==> src/inc/osc_pkg.sv <==
package osc_pkg;
  localparam logic [3:0]  REG_TRIM        = 4'h0;
  localparam logic [3:0]  REG_CTRL        = 4'h4;
  localparam logic [3:0]  REG_STAT        = 4'h8;
  localparam logic [7:0]  TRIM_RESET      = 8'h00;
  localparam int          TRIM_LFSEL_BIT  = 7;
  localparam int          TRIM_SOFT_BIT   = 6;
  localparam int          CTRL_SCS_LSB    = 0;
  localparam int          CTRL_IRCF_LSB   = 4;
  localparam logic [1:0]  CTRL_SCS_RESET  = 2'h0;
  localparam logic [2:0]  CTRL_IRCF_RESET = 3'h3;
  localparam logic [2:0]  IRCF_8MHZ       = 3'h6;
  localparam logic [2:0]  IRCF_LOWEST     = 3'h0;
  localparam int          STAT_DONE       = 0;
  localparam int          STAT_BUSY       = 1;
  localparam int          STAT_SRC_LSB    = 2;
  localparam int          STAT_MULT       = 4;
  localparam int          STAT_HOLD       = 5;
  localparam logic [3:0]  PCFG_LP         = 4'h0;
  localparam logic [3:0]  PCFG_XT         = 4'h1;
  localparam logic [3:0]  PCFG_HS         = 4'h2;
  localparam logic [3:0]  PCFG_RC         = 4'h3;
  localparam logic [3:0]  PCFG_INT_A      = 4'h8;
  localparam logic [3:0]  PCFG_INT_B      = 4'h9;
  localparam logic [10:0] OST_CRYSTAL     = 11'h400;
  localparam logic [10:0] OST_EXT         = 11'h008;
  localparam logic [10:0] OST_WARMUP      = 11'h010;
  localparam logic [1:0]  SRC_PRI         = 2'h0;
  localparam logic [1:0]  SRC_SEC         = 2'h1;
  localparam logic [1:0]  SRC_INT         = 2'h2;
  localparam int          SYNC_W          = 15;

  typedef enum logic [1:0] {CLS_CRYSTAL, CLS_EXT, CLS_INT} osc_cls_t;
  typedef enum logic [2:0] {SW_IDLE, SW_OLD_EDGES, SW_WAIT_FALL, SW_NEW_EDGES, SW_NEW_FALL} osc_sw_state_t;

  function automatic osc_cls_t cls_of(input logic [3:0] cfg);
    if (cfg == PCFG_INT_A || cfg == PCFG_INT_B) begin
      return CLS_INT;
    end
    if (cfg == PCFG_LP || cfg == PCFG_XT || cfg == PCFG_HS) begin
      return CLS_CRYSTAL;
    end
    return CLS_EXT;
  endfunction : cls_of

  function automatic logic [10:0] ost_target(input osc_cls_t c);
    case (c)
      CLS_CRYSTAL: return OST_CRYSTAL;
      CLS_INT:     return OST_WARMUP;
      default:     return OST_EXT;
    endcase
  endfunction : ost_target
endpackage : osc_pkg

==> src/inc/osc_switch_if.sv <==
`timescale 1ns/1ns
interface osc_switch_if;
  logic [2:0] src_level;
  logic [2:0] src_ready;
  logic [1:0] target;
  logic [1:0] active;
  logic       busy;
  logic       clk_out;
  modport ctrl (output src_level, output src_ready, output target, input active, input busy, input clk_out);
  modport sw (input src_level, input src_ready, input target, output active, output busy, output clk_out);
endinterface : osc_switch_if

==> src/logic/osc_clock_control.sv <==
`timescale 1ns/1ns
module osc_clock_control
  import osc_pkg::*;
(
  input  wire logic        CLK_SYS,
  input  wire logic        RSTN,
  input  wire logic [3:0]  AVS_ADDRESS,
  input  wire logic        AVS_READ,
  input  wire logic        AVS_WRITE,
  input  wire logic [31:0] AVS_WRITEDATA,
  input  wire logic [3:0]  AVS_BYTEENABLE,
  output logic      [31:0] AVS_READDATA,
  output logic             AVS_WAITREQUEST,
  input  wire logic        OSCILLATOR_INPUT_PIN,
  input  wire logic        SECONDARY_OSC_CLK,
  input  wire logic        SECONDARY_OSC_READY,
  input  wire logic        FAST_INTERNAL_OSC,
  input  wire logic        SLOW_INTERNAL_OSC,
  input  wire logic        MULTIPLIER_CLK,
  input  wire logic        BROWN_OUT_RESET,
  input  wire logic        WAKE_FROM_SLEEP,
  input  wire logic        OSC_ENABLE,
  input  wire logic        POWER_UP_TIMER_DONE,
  input  wire logic        CONFIG_MULTIPLIER_ENABLE,
  input  wire logic [3:0]  PRIMARY_CLOCK_CONFIG,
  output logic      [5:0]  FREQ_TRIM_FIELD,
  output logic             LOW_FREQ_SOURCE_SELECT,
  output logic             SOFT_MULTIPLIER_ENABLE,
  output logic             MULTIPLIER_ENABLE,
  output logic             MULTIPLIER_INPUT_INTERNAL,
  output logic             CPU_HOLD,
  output logic             SYS_CLK_OUT
);
  osc_switch_if sw ();

  // Every pin except the bus inputs, CLK_SYS and RSTN passes two flip-flops before any logic reads it.
  logic [SYNC_W-1:0] sync1, sync2;
  always_ff @(posedge CLK_SYS or negedge RSTN) begin
    if (!RSTN) begin
      sync1 <= '0;
      sync2 <= '0;
    end else begin
      sync1 <= {OSCILLATOR_INPUT_PIN, SECONDARY_OSC_CLK, SECONDARY_OSC_READY, FAST_INTERNAL_OSC,
                SLOW_INTERNAL_OSC, MULTIPLIER_CLK, BROWN_OUT_RESET, WAKE_FROM_SLEEP, OSC_ENABLE,
                POWER_UP_TIMER_DONE, CONFIG_MULTIPLIER_ENABLE, PRIMARY_CLOCK_CONFIG};
      sync2 <= sync1;
    end
  end

  logic       pri_pin, sec_clk, sec_rdy, fast_osc, slow_osc, mult_clk, cfg_mult;
  logic [3:0] events, cfg_prim;
  assign {pri_pin, sec_clk, sec_rdy, fast_osc, slow_osc, mult_clk, events, cfg_mult, cfg_prim} = sync2;

  // Register file.
  logic [7:0]  trim, next_trim;
  logic [1:0]  scs, next_scs;
  logic [2:0]  ircf, next_ircf;
  logic        wait_req, next_wait_req;
  logic [31:0] rdata, next_rdata;
  logic [7:0]  status;
  logic        su_done, cpu_hold, mult_en;

  assign status = {2'h0, cpu_hold, mult_en, sw.active, sw.busy, su_done};

  function automatic logic [31:0] read_mux(input logic [3:0] a, input logic [7:0] t, input logic [7:0] c,
                                           input logic [7:0] s);
    case (a)
      REG_TRIM: return {24'h000000, t};
      REG_CTRL: return {24'h000000, c};
      REG_STAT: return {24'h000000, s};
      default:  return 32'h00000000;
    endcase
  endfunction : read_mux

  always_comb begin
    next_trim     = trim;
    next_scs      = scs;
    next_ircf     = ircf;
    next_wait_req = 1'b1;
    next_rdata    = rdata;
    if ((AVS_READ || AVS_WRITE) && wait_req) begin
      next_wait_req = 1'b0;
      next_rdata    = read_mux(AVS_ADDRESS, trim, {1'b0, ircf, 2'h0, scs}, status);
    end
    if (AVS_WRITE && !wait_req && AVS_BYTEENABLE[0]) begin
      if (AVS_ADDRESS == REG_TRIM) begin
        next_trim = AVS_WRITEDATA[7:0];
      end
      if (AVS_ADDRESS == REG_CTRL) begin
        next_scs  = AVS_WRITEDATA[CTRL_SCS_LSB +: 2];
        next_ircf = AVS_WRITEDATA[CTRL_IRCF_LSB +: 3];
      end
    end
  end

  always_ff @(posedge CLK_SYS or negedge RSTN) begin
    if (!RSTN) begin
      trim     <= TRIM_RESET;
      scs      <= CTRL_SCS_RESET;
      ircf     <= CTRL_IRCF_RESET;
      wait_req <= 1'b1;
      rdata    <= 32'h00000000;
    end else begin
      trim     <= next_trim;
      scs      <= next_scs;
      ircf     <= next_ircf;
      wait_req <= next_wait_req;
      rdata    <= next_rdata;
    end
  end

  assign AVS_READDATA           = rdata;
  assign AVS_WAITREQUEST        = wait_req;
  assign FREQ_TRIM_FIELD        = trim[5:0];
  assign LOW_FREQ_SOURCE_SELECT = trim[TRIM_LFSEL_BIT];
  assign SOFT_MULTIPLIER_ENABLE = trim[TRIM_SOFT_BIT];

  // Postscaler on the fast internal oscillator.
  logic [8:0] div, next_div;
  logic [3:0] ev_prev;
  logic       fast_prev, ref_prev;
  logic       fast_rise, ref_rise, restart, int_clk;
  osc_cls_t   cls;

  assign cls       = cls_of(cfg_prim);
  assign fast_rise = fast_osc & ~fast_prev;

  always_comb begin
    next_div = div;
    if (fast_rise) begin
      next_div = div + 9'h001;
    end
  end

  always_comb begin
    case (ircf)
      3'h7:    int_clk = fast_osc;
      3'h6:    int_clk = div[0];
      3'h5:    int_clk = div[1];
      3'h4:    int_clk = div[2];
      3'h3:    int_clk = div[3];
      3'h2:    int_clk = div[4];
      3'h1:    int_clk = div[5];
      default: int_clk = trim[TRIM_LFSEL_BIT] ? div[8] : slow_osc;
    endcase
  end

  // Start-up counter on the primary reference.
  logic [10:0] su_cnt, next_su_cnt;
  logic        next_su_done, ref_lv;

  assign ref_lv   = (cls == CLS_INT) ? fast_osc : pri_pin;
  assign ref_rise = ref_lv & ~ref_prev;
  assign restart  = |(events & ~ev_prev);

  always_comb begin
    next_su_cnt  = su_cnt;
    next_su_done = su_done;
    if (restart) begin
      next_su_cnt  = 11'h000;
      next_su_done = 1'b0;
    end else if (!su_done && ref_rise) begin
      next_su_cnt = su_cnt + 11'h001;
      if (next_su_cnt >= ost_target(cls)) begin
        next_su_done = 1'b1;
      end
    end
  end

  always_ff @(posedge CLK_SYS or negedge RSTN) begin
    if (!RSTN) begin
      div       <= 9'h000;
      su_cnt    <= 11'h000;
      su_done   <= 1'b0;
      fast_prev <= 1'b0;
      ref_prev  <= 1'b0;
      ev_prev   <= 4'h0;
    end else begin
      div       <= next_div;
      su_cnt    <= next_su_cnt;
      su_done   <= next_su_done;
      fast_prev <= fast_osc;
      ref_prev  <= ref_lv;
      ev_prev   <= events;
    end
  end

  // Multiplier control and source levels.
  logic pll_on, pll_int, prim_int, next_cpu_hold, next_mult_int, mult_int, pri_level;

  assign pll_on   = cfg_mult | trim[TRIM_SOFT_BIT];
  assign prim_int = (cls == CLS_INT);
  // internal use only at 8 MHz
  assign pll_int  = pll_on && scs == SRC_PRI && prim_int && ircf == IRCF_8MHZ;
  assign pri_level = prim_int ? (pll_int ? mult_clk : int_clk) : (pll_on ? mult_clk : pri_pin);

  always_comb begin
    next_mult_int = prim_int && scs == SRC_PRI;
    next_cpu_hold = !su_done && cls == CLS_CRYSTAL && scs == SRC_PRI;
  end

  always_ff @(posedge CLK_SYS or negedge RSTN) begin
    if (!RSTN) begin
      mult_en  <= 1'b0;
      mult_int <= 1'b0;
      cpu_hold <= 1'b0;
    end else begin
      mult_en  <= pll_on;
      mult_int <= next_mult_int;
      cpu_hold <= next_cpu_hold;
    end
  end

  assign MULTIPLIER_ENABLE         = mult_en;
  assign MULTIPLIER_INPUT_INTERNAL = mult_int;
  assign CPU_HOLD                  = cpu_hold;

  assign sw.target    = scs[1] ? SRC_INT : (scs[0] ? SRC_SEC : SRC_PRI);
  assign sw.src_level = {int_clk, sec_clk, pri_level};
  assign sw.src_ready = {1'b1, sec_rdy, su_done};

  osc_glitch_switch u_switch (
    .clk  (CLK_SYS),
    .rstn (RSTN),
    .sw   (sw.sw)
  );

  assign SYS_CLK_OUT = sw.clk_out;
endmodule : osc_clock_control

==> src/logic/osc_glitch_switch.sv <==
`timescale 1ns/1ns
module osc_glitch_switch
  import osc_pkg::*;
(
  input wire logic   clk,
  input wire logic   rstn,
  osc_switch_if.sw   sw
);
  osc_sw_state_t state, next_state;
  logic [1:0]    active, next_active;
  logic [1:0]    tgt, next_tgt;
  logic [1:0]    cnt, next_cnt;
  logic          clk_out, next_clk_out;
  logic [2:0]    prev;
  logic          old_lv, new_lv, old_rise, old_fall, new_rise, new_fall;

  assign old_lv   = sw.src_level[active];
  assign new_lv   = sw.src_level[tgt];
  assign old_rise = old_lv & ~prev[active];
  assign old_fall = ~old_lv & prev[active];
  assign new_rise = new_lv & ~prev[tgt];
  assign new_fall = ~new_lv & prev[tgt];
  assign sw.active  = active;
  assign sw.busy    = (state != SW_IDLE) || (sw.target != active);
  assign sw.clk_out = clk_out;

  always_comb begin
    next_state   = state;
    next_active  = active;
    next_tgt     = tgt;
    next_cnt     = cnt;
    next_clk_out = old_lv;
    case (state)
      SW_IDLE: begin
        if (sw.target != active && sw.src_ready[sw.target]) begin
          next_tgt   = sw.target;
          next_cnt   = 2'h0;
          next_state = SW_OLD_EDGES;
        end
      end
      SW_OLD_EDGES: begin
        if (old_rise) begin
          next_cnt = cnt + 2'h1;
          if (cnt == 2'h1) begin
            next_state = SW_WAIT_FALL;
          end
        end
      end
      SW_WAIT_FALL: begin
        if (old_fall) begin
          next_clk_out = 1'b0;
          next_cnt     = 2'h0;
          next_state   = SW_NEW_EDGES;
        end
      end
      SW_NEW_EDGES: begin
        next_clk_out = 1'b0;
        if (new_rise) begin
          next_cnt = cnt + 2'h1;
          if (cnt == 2'h1) begin
            next_state = SW_NEW_FALL;
          end
        end
      end
      SW_NEW_FALL: begin
        next_clk_out = 1'b0;
        if (new_fall) begin
          next_active = tgt;
          next_state  = SW_IDLE;
        end
      end
      default: begin
        next_state = SW_IDLE;
      end
    endcase
  end

  always_ff @(posedge clk or negedge rstn) begin
    if (!rstn) begin
      state   <= SW_IDLE;
      active  <= SRC_PRI;
      tgt     <= SRC_PRI;
      cnt     <= 2'h0;
      clk_out <= 1'b0;
      prev    <= 3'h0;
    end else begin
      state   <= next_state;
      active  <= next_active;
      tgt     <= next_tgt;
      cnt     <= next_cnt;
      clk_out <= next_clk_out;
      prev    <= sw.src_level;
    end
  end
endmodule : osc_glitch_switch

==> config.mk <==
export PLATFORM = sky130hd
export DESIGN_NAME = osc_clock_control
export DESIGN_NICKNAME = d
export VERILOG_FILES = /design/src/inc/osc_pkg.sv /design/src/inc/osc_switch_if.sv /design/src/logic/osc_clock_control.sv /design/src/logic/osc_glitch_switch.sv
export SDC_FILE = /design/constraint.sdc
export NUM_CORES = 1
export LEC_CHECK = 0
export ABC_AREA = 1
export BUFFER_PORTS_ARGS = -buffer_cell sky130_fd_sc_hd__buf_2
export CORE_MARGIN = 2
export CORE_UTILIZATION = 50
export CTS_CLUSTER_DIAMETER = 120
export DETAILED_ROUTE_END_ITERATION = 7
export PLACE_DENSITY = 0.75
export SLEW_MARGIN = 25
export SYNTH_ARGS = -nofsm -noshare
export SYNTH_HDL_FRONTEND = slang
export SYNTH_SLANG_ARGS = --single-unit
==> constraint.sdc <==
create_clock -name CLK_SYS -period 2.1 [get_ports CLK_SYS]
set_input_delay 0.63 -clock CLK_SYS [delete_from_list [all_inputs] [get_ports CLK_SYS]]
set_output_delay 0.63 -clock CLK_SYS [all_outputs]
set_load 0.02 [all_outputs]
==> results_dict.tcl, run 1 <==
set metrics [dict create \
    critPathArrivalTime_ps 2300 \
    p_seq_frac 0.477 \
    outcome "completed" \
    synth_edf_count 0 \
    n_antenna_cell 0 \
    final_antenna_net_count 0 \
    track_usage 0.1964 \
    slew_headroom 0.6382 \
    criticalPathCategory "flop to flop" \
    cts_sinks 95 \
    die_h_um 96.13 \
    die_w_um 96.13 \
    cts_tree "done" \
    setup_viol 0 \
    ff_latch_area_um2 2381 \
    dp.cells 623 \
    async_flop_share 1.000 \
    drc 0 \
    clockRootBuffer "clkbuf_8" \
    power-per-cell-area_nw_per_um2 922.1 \
    clock-skew-final_ps 11.72 \
    fill_cells 695 \
    cap_viol_max_count 0 \
    p_int_w 0.003058 \
    gr-total-overflow 0 \
    synth.distinct_cells 34 \
    ys_seq_area_frac 0.5610 \
    worstSkewPairLatency_ps 360 \
    grt_pass1_wl_um 13810 \
    final_common_cell "nand2_1" \
    grt_pass1_vias 3106 \
    gp_congestion 0.8919 \
    grt_max_degree 41 \
    dp_hpwl_um 6038 \
    final_util 0.6134 \
    initial_core_util 0.5165 \
    critPathMaxFanout 3 \
    synth_area_um2 4244 \
    rsz0062_at_grt "true" \
    max_slew.worst_pin.slew_ps 542.7 \
    num_vias 3221 \
    min_path_type "input pin to asynchronous set/reset pin" \
    ctsHoldBuffers 0 \
    synthFlopType "dfrtp_1" \
    routed_via_density 4.971 \
    synth_area_per_cell_um2 9.206 \
    final_cell_mix "99 x nand2_1, 92 x dfrtp_1, 59 x inv_1, 52 x buf_2, 33 x nor2_1" \
    core_um2 8217 \
    min_period_ps 2067 \
    die-area_um2 9241 \
    worstPathRequired_ps 2340 \
    min_period_over_period 0.9844 \
    hold_viol 0 \
    p_sw_w 0.001589 \
    start_kind "flop" \
    cp-end-kind "flop" \
    cts_made_buffers 9 \
    synth_cells 461 \
    layout-drive-gt1-share 0.2413 \
    multiInputGateArea_um2 1635 \
    avgRoutedWirePerCell_um 13.36 \
    antenna_found_initial 0 \
    totalWireLength_um 8660 \
    ys_warn_count 0 \
    fmax_mhz 483.7 \
    clkTransAtPathRegs_ps 100 \
    synth_seq_cells 95 \
    rows 33 \
    io_pins 104 \
    sw_frac_of_total 0.3419 \
    cts-htree-levels 3 \
    drv_slew 0 \
    p_comb_frac 0.250 \
    portBuffers 52 \
    nets 604 \
    cts_buffer_depth 2 \
    drtPass1Iterations 5 \
    synthToLayoutAreaGrowth_pct 18.75 \
    ir_worst_vdd_uv 611.9 \
    dr.first_iter.drc_count 197 \
    fin_cells 648 \
    p_leak_nw 2.566 \
    power_frac_clock 0.273 \
]
[final cells by class]
type | count | share of cell area
timing repair buffer | 70 | 0.08739
clock inverter | 6 | 0.01539
clock buffer | 10 | 0.02731
inverter | 63 | 0.04692
tap | 105 | 0.02607
sequential | 95 | 0.4724
multi-input combinational | 299 | 0.3245
[per-layer routing]
layer / vias to the layer above / part of all wire / wire (µm) / GRT usage
li1: 1568 / - / - / -
met1: 1546 / 0.43 / 3689 / 0.2621
met2: 91 / 0.51 / 4420 / 0.3218
met3: 16 / 0.044 / 384 / 0.03289
met4: 0 / 0.019 / 165 / 0.07500
met5: - / 0 / 0 / 0
[path summary, 6_finish.rpt]
kind | startpoint | to | slack, ps | cells after the start
worst max register to register | su_cnt[1] | su_done | 30 | 11
worst min-delay path | RSTN | su_cnt[6] | 250 | 1
worst max-delay path | su_cnt[1] | su_done | 30 | 11
max in group asynchronous | RSTN | AVS_WAITREQUEST | 1270 | 2
min in group CLK_SYS | sync1[12] | sync2[12] | 350 | 0
worst min register to register | sync1[12] | sync2[12] | 350 | 0
[power groups by stage]
stage	clock, W	sequential (W)	combinational, W
floorplan	0	0.00226	0.000756
global placement	0	0.00224	0.000996
detailed placement	0	0.00225	0.00104
CTS	0.00130	0.00222	0.00105
global route	0.00137	0.00225	0.00132
finish	0.00127	0.00222	0.00116
[cells in the mapped netlist (all sizes together), types with 4 or more instances]
library cell    n  area (µm²)
a21oi          10       50.05
nand2         113       449.2
xor2           10       87.58
inv            63       236.5
xnor2           5       43.79
dfrtp          92        2302
buf            25       191.4
nor2           37       146.4
ha              7       87.58
nand4           5       37.53
nand3          31       190.2
o22ai          11       68.82
a31oi           4       25.02
o21ai          26       130.1
nor3            6       30.03
[repair_timing]
item	in CTS	in global routing
endpoints found under the setup margin	1	6
pin swaps	0	12
resized for setup	1	28
setup buffers	0	9
[sequential cells by signal, indices dropped and copies added (netlist names)]
| name | cells |
|---|---|
| fast_prev | 1 |
| u_switch.sw.clk_out | 1 |
| u_switch.prev | 3 |
| CPU_HOLD | 1 |
| su_cnt | 11 |
| su_done | 1 |
| sync1 | 15 |
| div | 9 |
| u_switch.cnt | 2 |
| MULTIPLIER_ENABLE | 1 |
| MULTIPLIER_INPUT_INTERNAL | 1 |
| AVS_WAITREQUEST | 1 |
| sync2 | 15 |
| scs | 2 |
| u_switch.sw.active | 2 |
| ref_prev | 1 |
| u_switch.tgt | 2 |
| ircf | 3 |
| trim | 8 |
| ev_prev | 4 |
| AVS_READDATA | 8 |
| u_switch.state | 3 |
[kinds of logic after synthesis]
family | count (synthesis) | share of synthesized area
simple gates | 195 | 0.2055
flops | 95 | 0.5610
buf+inv | 90 | 0.1026
compound gates | 57 | 0.07577
xor+xnor | 15 | 0.03095
fa+ha+maj | 7 | 0.02064
other cells | 1 | 0.0008836
mux | 1 | 0.002653
[worst max-delay path, stage by stage (launching register included)]
cell and delay, ps:
dfrtp_1 430, buf_6 140, nand3_4 80, xor2_2 180
ha_1 260, nand3_1 90, nand2_1 50, a21oi_1 150
and3_1 180, nand4_1 100, a21oi_1 180, o22ai_1 110
[through the flow]
step           power, W  hold WS (ps)  cell area (µm²)  TNS (ps)  setup WS, ps
6_report       0.004647         248.3             5040         0         32.71
5_1_grt        0.004931         279.2             5040    -510.2        -116.6
4_1_cts        0.004571         255.0             4838         0         21.79
3_5_place_dp   0.003297         334.7             4618         0         39.66
3_3_place_gp   0.003237         331.1             4618         0         109.1
2_1_floorplan  0.003013         331.2             4330         0         220.5
Power figures use the tool's default switching activity.
==> run 2: changes to the inputs <==
--- a/config.mk
+++ b/config.mk
@@ -8,10 +8,9 @@
 export ABC_AREA = 1
 export BUFFER_PORTS_ARGS = -buffer_cell sky130_fd_sc_hd__buf_2
 export CORE_MARGIN = 2
-export CORE_UTILIZATION = 50
+export CORE_UTILIZATION = 25
 export CTS_CLUSTER_DIAMETER = 120
 export DETAILED_ROUTE_END_ITERATION = 7
-export PLACE_DENSITY = 0.75
 export SLEW_MARGIN = 25
 export SYNTH_ARGS = -nofsm -noshare
 export SYNTH_HDL_FRONTEND = slang
==> run 2 against run 1 <==
Net effect: clock power grew 29%; global-route usage is 9.6 points lower; die area is 95% higher; sequential share of layout area fell by 1.3 points; register-to-register slack gained 60 ps; final area rose by 2.8%; via count down 3.4%.
==> results_dict.tcl, run 2 (synthesis results as in run 1) <==
set metrics [dict create \
    outcome "completed" \
    drtPass1Iterations 4 \
    rsz0062_at_grt "true" \
    critPathArrivalTime_ps 2250 \
    grt_pass1_vias 2927 \
    setup_viol 0 \
    cts_tree "done" \
    min_period_ps 2010 \
    synthToLayoutAreaGrowth_pct 22.02 \
    die_w_um 134.3 \
    ir_worst_vdd_uv 653.3 \
    cts_sinks 95 \
    cp-end-kind "flop" \
    fin_cells 761 \
    gr-total-overflow 0 \
    hold_viol 0 \
    clock-skew-final_ps 6.641 \
    num_vias 3110 \
    rows 47 \
    p_leak_nw 2.595 \
    fmax_mhz 497.5 \
    avgRoutedWirePerCell_um 11.32 \
    min_period_over_period 0.9571 \
    die_h_um 134.3 \
    cap_viol_max_count 0 \
    ctsHoldBuffers 0 \
    totalWireLength_um 8614 \
    reg_top3 "sync1 (15), sync2 (15), su_cnt (11)" \
    final_cell_mix "101 x nand2_1, 92 x dfrtp_1, 61 x inv_1, 51 x buf_2, 33 x nor2_1" \
    drv_slew 0 \
    fill_cells 1758 \
    startpoint "su_cnt[1]" \
    worstPathRequired_ps 2340 \
    drc 0 \
    dr.first_iter.drc_count 170 \
    antenna_found_initial 0 \
    clockRootBuffer "clkbuf_16" \
    finalPower_w 0.004988 \
    worstSkewPairLatency_ps 350 \
    cts-htree-levels 3 \
    grt_pass1_wl_um 14120 \
    r2r_start "su_cnt[1]" \
    track_usage 0.1000 \
    min_path_type "input pin to asynchronous set/reset pin" \
    core_um2 16580 \
    initial_core_util 0.2559 \
    criticalPathCategory "flop to flop" \
    cts_buffer_depth 2 \
    final_antenna_net_count 0 \
    cts_made_buffers 9 \
    nets 602 \
    layout-drive-gt1-share 0.2200 \
    io_pins 104 \
    die-area_um2 18040 \
    start_kind "flop" \
    final_util 0.3123 \
    clkTransAtPathRegs_ps 70 \
    critPathMaxFanout 3 \
    dp_hpwl_um 6432 \
    n_antenna_cell 0 \
    gp_congestion 0.7894 \
    power-per-cell-area_nw_per_um2 963.2 \
    dp.cells 741 \
    grt_max_degree 42 \
    portBuffers 52 \
    final_common_cell "nand2_1" \
    routed_via_density 4.087 \
]
[run 2: power by group]
group / switching, W / leakage (nW) / internal [W] / total (W)
combinational: 0.000713 / 1.26 / 0.000424 / 0.00114
clock: 0.000769 / 0.149 / 0.000869 / 0.00164
sequential: 0.000174 / 1.19 / 0.00204 / 0.00221
total: 0.00166 / 2.59 / 0.00333 / 0.00499
[run 2: path summary, 6_finish.rpt]
path	cells after the start	to	slack [ps]
max in group asynchronous	2	ircf[0]	1350
worst max-delay path	12	su_done	90
min in group CLK_SYS	0	sync2[13]	350
worst min register to register	0	sync2[13]	350
worst max register to register	12	su_done	90
worst min-delay path	1	MULTIPLIER_INPUT_INTERNAL	170
[run 2: layout make-up]
type | count | area [µm²] | share of cell area
well taps | 220 | 275.3 | 0.05315
clock buffers | 10 | 239.0 | 0.04615
clock inverters | 6 | 60.06 | 0.01160
multi-input cells | 299 | 1564 | 0.3020
inverters | 63 | 239.0 | 0.04615
repair buffers | 68 | 420.4 | 0.08118
flip-flops and latches | 95 | 2381 | 0.4598
[run 2: timing repair]
action,CTS,global route
endpoints found under the hold margin,0,0
gates resized for setup,0,16
setup buffers,0,4
setup endpoints to repair,0,7
[run 2: per-stage QoR]
| step | instance area, µm² | hold slack (ps) | setup TNS, ps | setup WS, ps |
|---|---|---|---|---|
| 4_1_cts | 5084 | 163.0 | 0 | 62.46 |
| 2_1_floorplan | 4330 | 331.2 | 0 | 220.5 |
| 3_5_place_dp | 4785 | 334.7 | 0 | 95.54 |
| 6_report | 5179 | 165.3 | 0 | 90.11 |
| 5_1_grt | 5179 | 178.9 | -43.98 | -43.98 |
| 3_3_place_gp | 4785 | 332.4 | 0 | 107.8 |
[run 2: per-layer routing]
metal / vias up / part of all wire / track usage
met5: - / 0 / 0
met4: 0 / 0.018 / 0.04035
met3: 12 / 0.034 / 0.02570
met2: 58 / 0.48 / 0.1573
met1: 1459 / 0.47 / 0.1316
li1: 1581 / - / -
[run 2: worst max-delay path, cell delays in order, from the launching register on]
cell and delay [ps]:
dfrtp_1 360, ha_2 210, nand3_2 120, nor2_4 150, inv_1 60, nand2_1 80
inv_1 40, ha_1 270, a21oi_1 130, and3_1 170, nand4_1 80, a21oi_1 160
o22ai_1 80
==> run 3: changes to the inputs <==
--- a/config.mk
+++ b/config.mk
@@ -10,7 +10,9 @@
 export CORE_MARGIN = 2
 export CORE_UTILIZATION = 25
 export CTS_CLUSTER_DIAMETER = 120
+export CTS_CLUSTER_SIZE = 40
 export DETAILED_ROUTE_END_ITERATION = 7
+export PLACE_DENSITY_LB_ADDON = 0.2
 export SLEW_MARGIN = 25
 export SYNTH_ARGS = -nofsm -noshare
 export SYNTH_HDL_FRONTEND = slang
==> run 3 against run 2 <==
Net effect: setup slack gained 10 ps; routed wire length increased by 2.4%; cell count is 0.26% higher; sequential share of layout area is 0.52 points lower; fmax increased by 0.51%; total power is 1.8% higher; sequential power about the same.
==> results_dict.tcl, run 3 (synthesis results as in run 1) <==
set metrics [dict create \
    outcome "completed" \
    layout-drive-gt1-share 0.2339 \
    num_vias 3130 \
    io_pins 104 \
    totalWireLength_um 8817 \
    drtPass1Iterations 4 \
    final_util 0.3158 \
    critPathArrivalTime_ps 2290 \
    hold_viol 0 \
    grt_max_degree 27 \
    cp_slowest_cell "dfstp_2" \
    rows 47 \
    slew_headroom 0.6638 \
    antenna_found_initial 0 \
    dp_hpwl_um 6631 \
    min_period_ps 2000 \
    p_comb_frac 0.227 \
    fill_cells 1737 \
    ir_worst_vdd_uv 596.0 \
    grt_pass1_vias 3099 \
    gp_congestion 0.7990 \
    final_antenna_net_count 0 \
    nets 604 \
    avgRoutedWirePerCell_um 11.56 \
    grt_pass1_wl_um 14920 \
    crit_buf_inv 2 \
    ctsHoldBuffers 0 \
    p_sw_w 0.001666 \
    cts_sinks 95 \
    p_seq_frac 0.437 \
    core_um2 16580 \
    cts-htree-levels 3 \
    die-area_um2 18040 \
    min_period_over_period 0.9522 \
    cap_viol_max_count 0 \
    drv_slew 0 \
    hold-worst-slack_ps 195.7 \
    power-per-cell-area_nw_per_um2 969.1 \
    cts_buffer_depth 2 \
    track_usage 0.1044 \
    worstPathRequired_ps 2390 \
    reg_top3 "sync1 (15), sync2 (15), su_cnt (11)" \
    routed_via_density 4.102 \
    setup_viol 0 \
    cp-end-kind "flop" \
    clock-skew-final_ps 8.453 \
    criticalPathCategory "flop to flop" \
    die_h_um 134.3 \
    post-place-ws_ps 37.72 \
    power_frac_clock 0.337 \
    clkTransAtPathRegs_ps 70 \
    n_antenna_cell 0 \
    portBuffers 52 \
    final_cell_mix "99 x nand2_1, 92 x dfrtp_1, 61 x inv_1, 51 x buf_2, 33 x nor2_1" \
    cp_top_family "simple AND/OR/NAND/NOR gates" \
    p_int_w 0.003410 \
    rsz0062_at_grt "true" \
    worstSkewPairLatency_ps 350 \
    start_kind "flop" \
    synthToLayoutAreaGrowth_pct 23.41 \
    clockRootBuffer "clkbuf_16" \
    final_common_cell "nand2_1" \
    gr-total-overflow 0 \
    cts_tree "done" \
    dr.first_iter.drc_count 166 \
    sw_frac_of_total 0.3282 \
    placed_cell_area_um2 4792 \
    final_area_um2 5238 \
    drc 0 \
    max_slew.worst_pin.slew_ps 502.4 \
    fmax_mhz 500.1 \
    finalWorstSetupSlack_ps 100.3 \
    min_path_type "input pin to asynchronous set/reset pin" \
    critPathMaxFanout 6 \
    cts_made_buffers 9 \
    slowest_delay_ps 600 \
    crit_top_cell "nand2_2" \
    p_leak_nw 2.612 \
    cp_cell_sequence "buf_6 > nand3_1 > nand2_1 > inv_1 > nand4_2 > nand3_2 > nand2_2 > nand2_2 > nand2_2 > nand2_2 > nand2_2 > nand2_2 > nand2_4 > nand3_4 > nor2_4 > nand2_1 > nand2_1" \
    die_w_um 134.3 \
    initial_core_util 0.2559 \
]
run 3: path summary, 6_finish.rpt:
path                                start           endpoint  slack, ps  depth (start not counted)
worst min-delay path                 RSTN             div[4]        200                          1
worst max register to register    ircf[1]  u_switch.state[2]        100                         17
min in group CLK_SYS            sync1[14]          sync2[14]        350                          0
worst max-delay path              ircf[1]  u_switch.state[2]        100                         17
worst min register to register  sync1[14]          sync2[14]        350                          0
max in group asynchronous            RSTN    AVS_WAITREQUEST       1370                          2
run 3: power groups by stage:
stage	logic, W	clock network [W]	registers, W
after CTS	0.00106	0.00177	0.00222
after floorplan	0.000756	0	0.00226
after detailed placement	0.00105	0	0.00226
after global routing	0.00131	0.00185	0.00225
after global placement	0.00103	0	0.00225
final	0.00115	0.00171	0.00222
run 3: final cells by class:
cell class / instances / area (µm²) / share of cell area
Inverter: 63 / 236.5 / 0.04515
Sequential cell: 95 / 2381 / 0.4546
Timing Repair Buffer: 70 / 426.7 / 0.08146
Multi-Input combinational cell: 299 / 1603 / 0.3060
Tap cell: 220 / 275.3 / 0.05256
Clock inverter: 7 / 90.09 / 0.01720
Clock buffer: 9 / 225.2 / 0.04300
run 3: worst register-to-register path, cell delays in order, from the launching register on:
cell	delay [ps]
dfstp_2	600
buf_6	140
nand3_1	60
nand2_1	60
inv_1	40
nand4_2	70
nand3_2	90
nand2_2	90
nand2_2	70
nand2_2	60
nand2_2	60
nand2_2	60
nand2_2	80
nand2_4	100
nand3_4	90
nor2_4	140
nand2_1	60
nand2_1	70
run 3: layer usage:
| layer | global-route usage | share of wire | vias up |
|---|---|---|---|
| met3 | 0.03741 | 0.048 | 6 |
| li1 | - | - | 1572 |
| met1 | 0.1386 | 0.48 | 1488 |
| met5 | 0 | 0 | - |
| met2 | 0.1624 | 0.46 | 64 |
| met4 | 0.02632 | 0.010 | 0 |
run 3: timing repair:
action	CTS	global route
buffers inserted	0	5
setup endpoints to repair	0	7
gates resized for setup	0	24
run 3: through the flow:
stage	instances	power (W)	setup TNS, ps
floorplan	484	0.003013	0
global placement	742	0.003287	0
detailed placement	742	0.003311	0
CTS	758	0.005049	0
global route	763	0.005415	-171.2
finish	763	0.005076	0
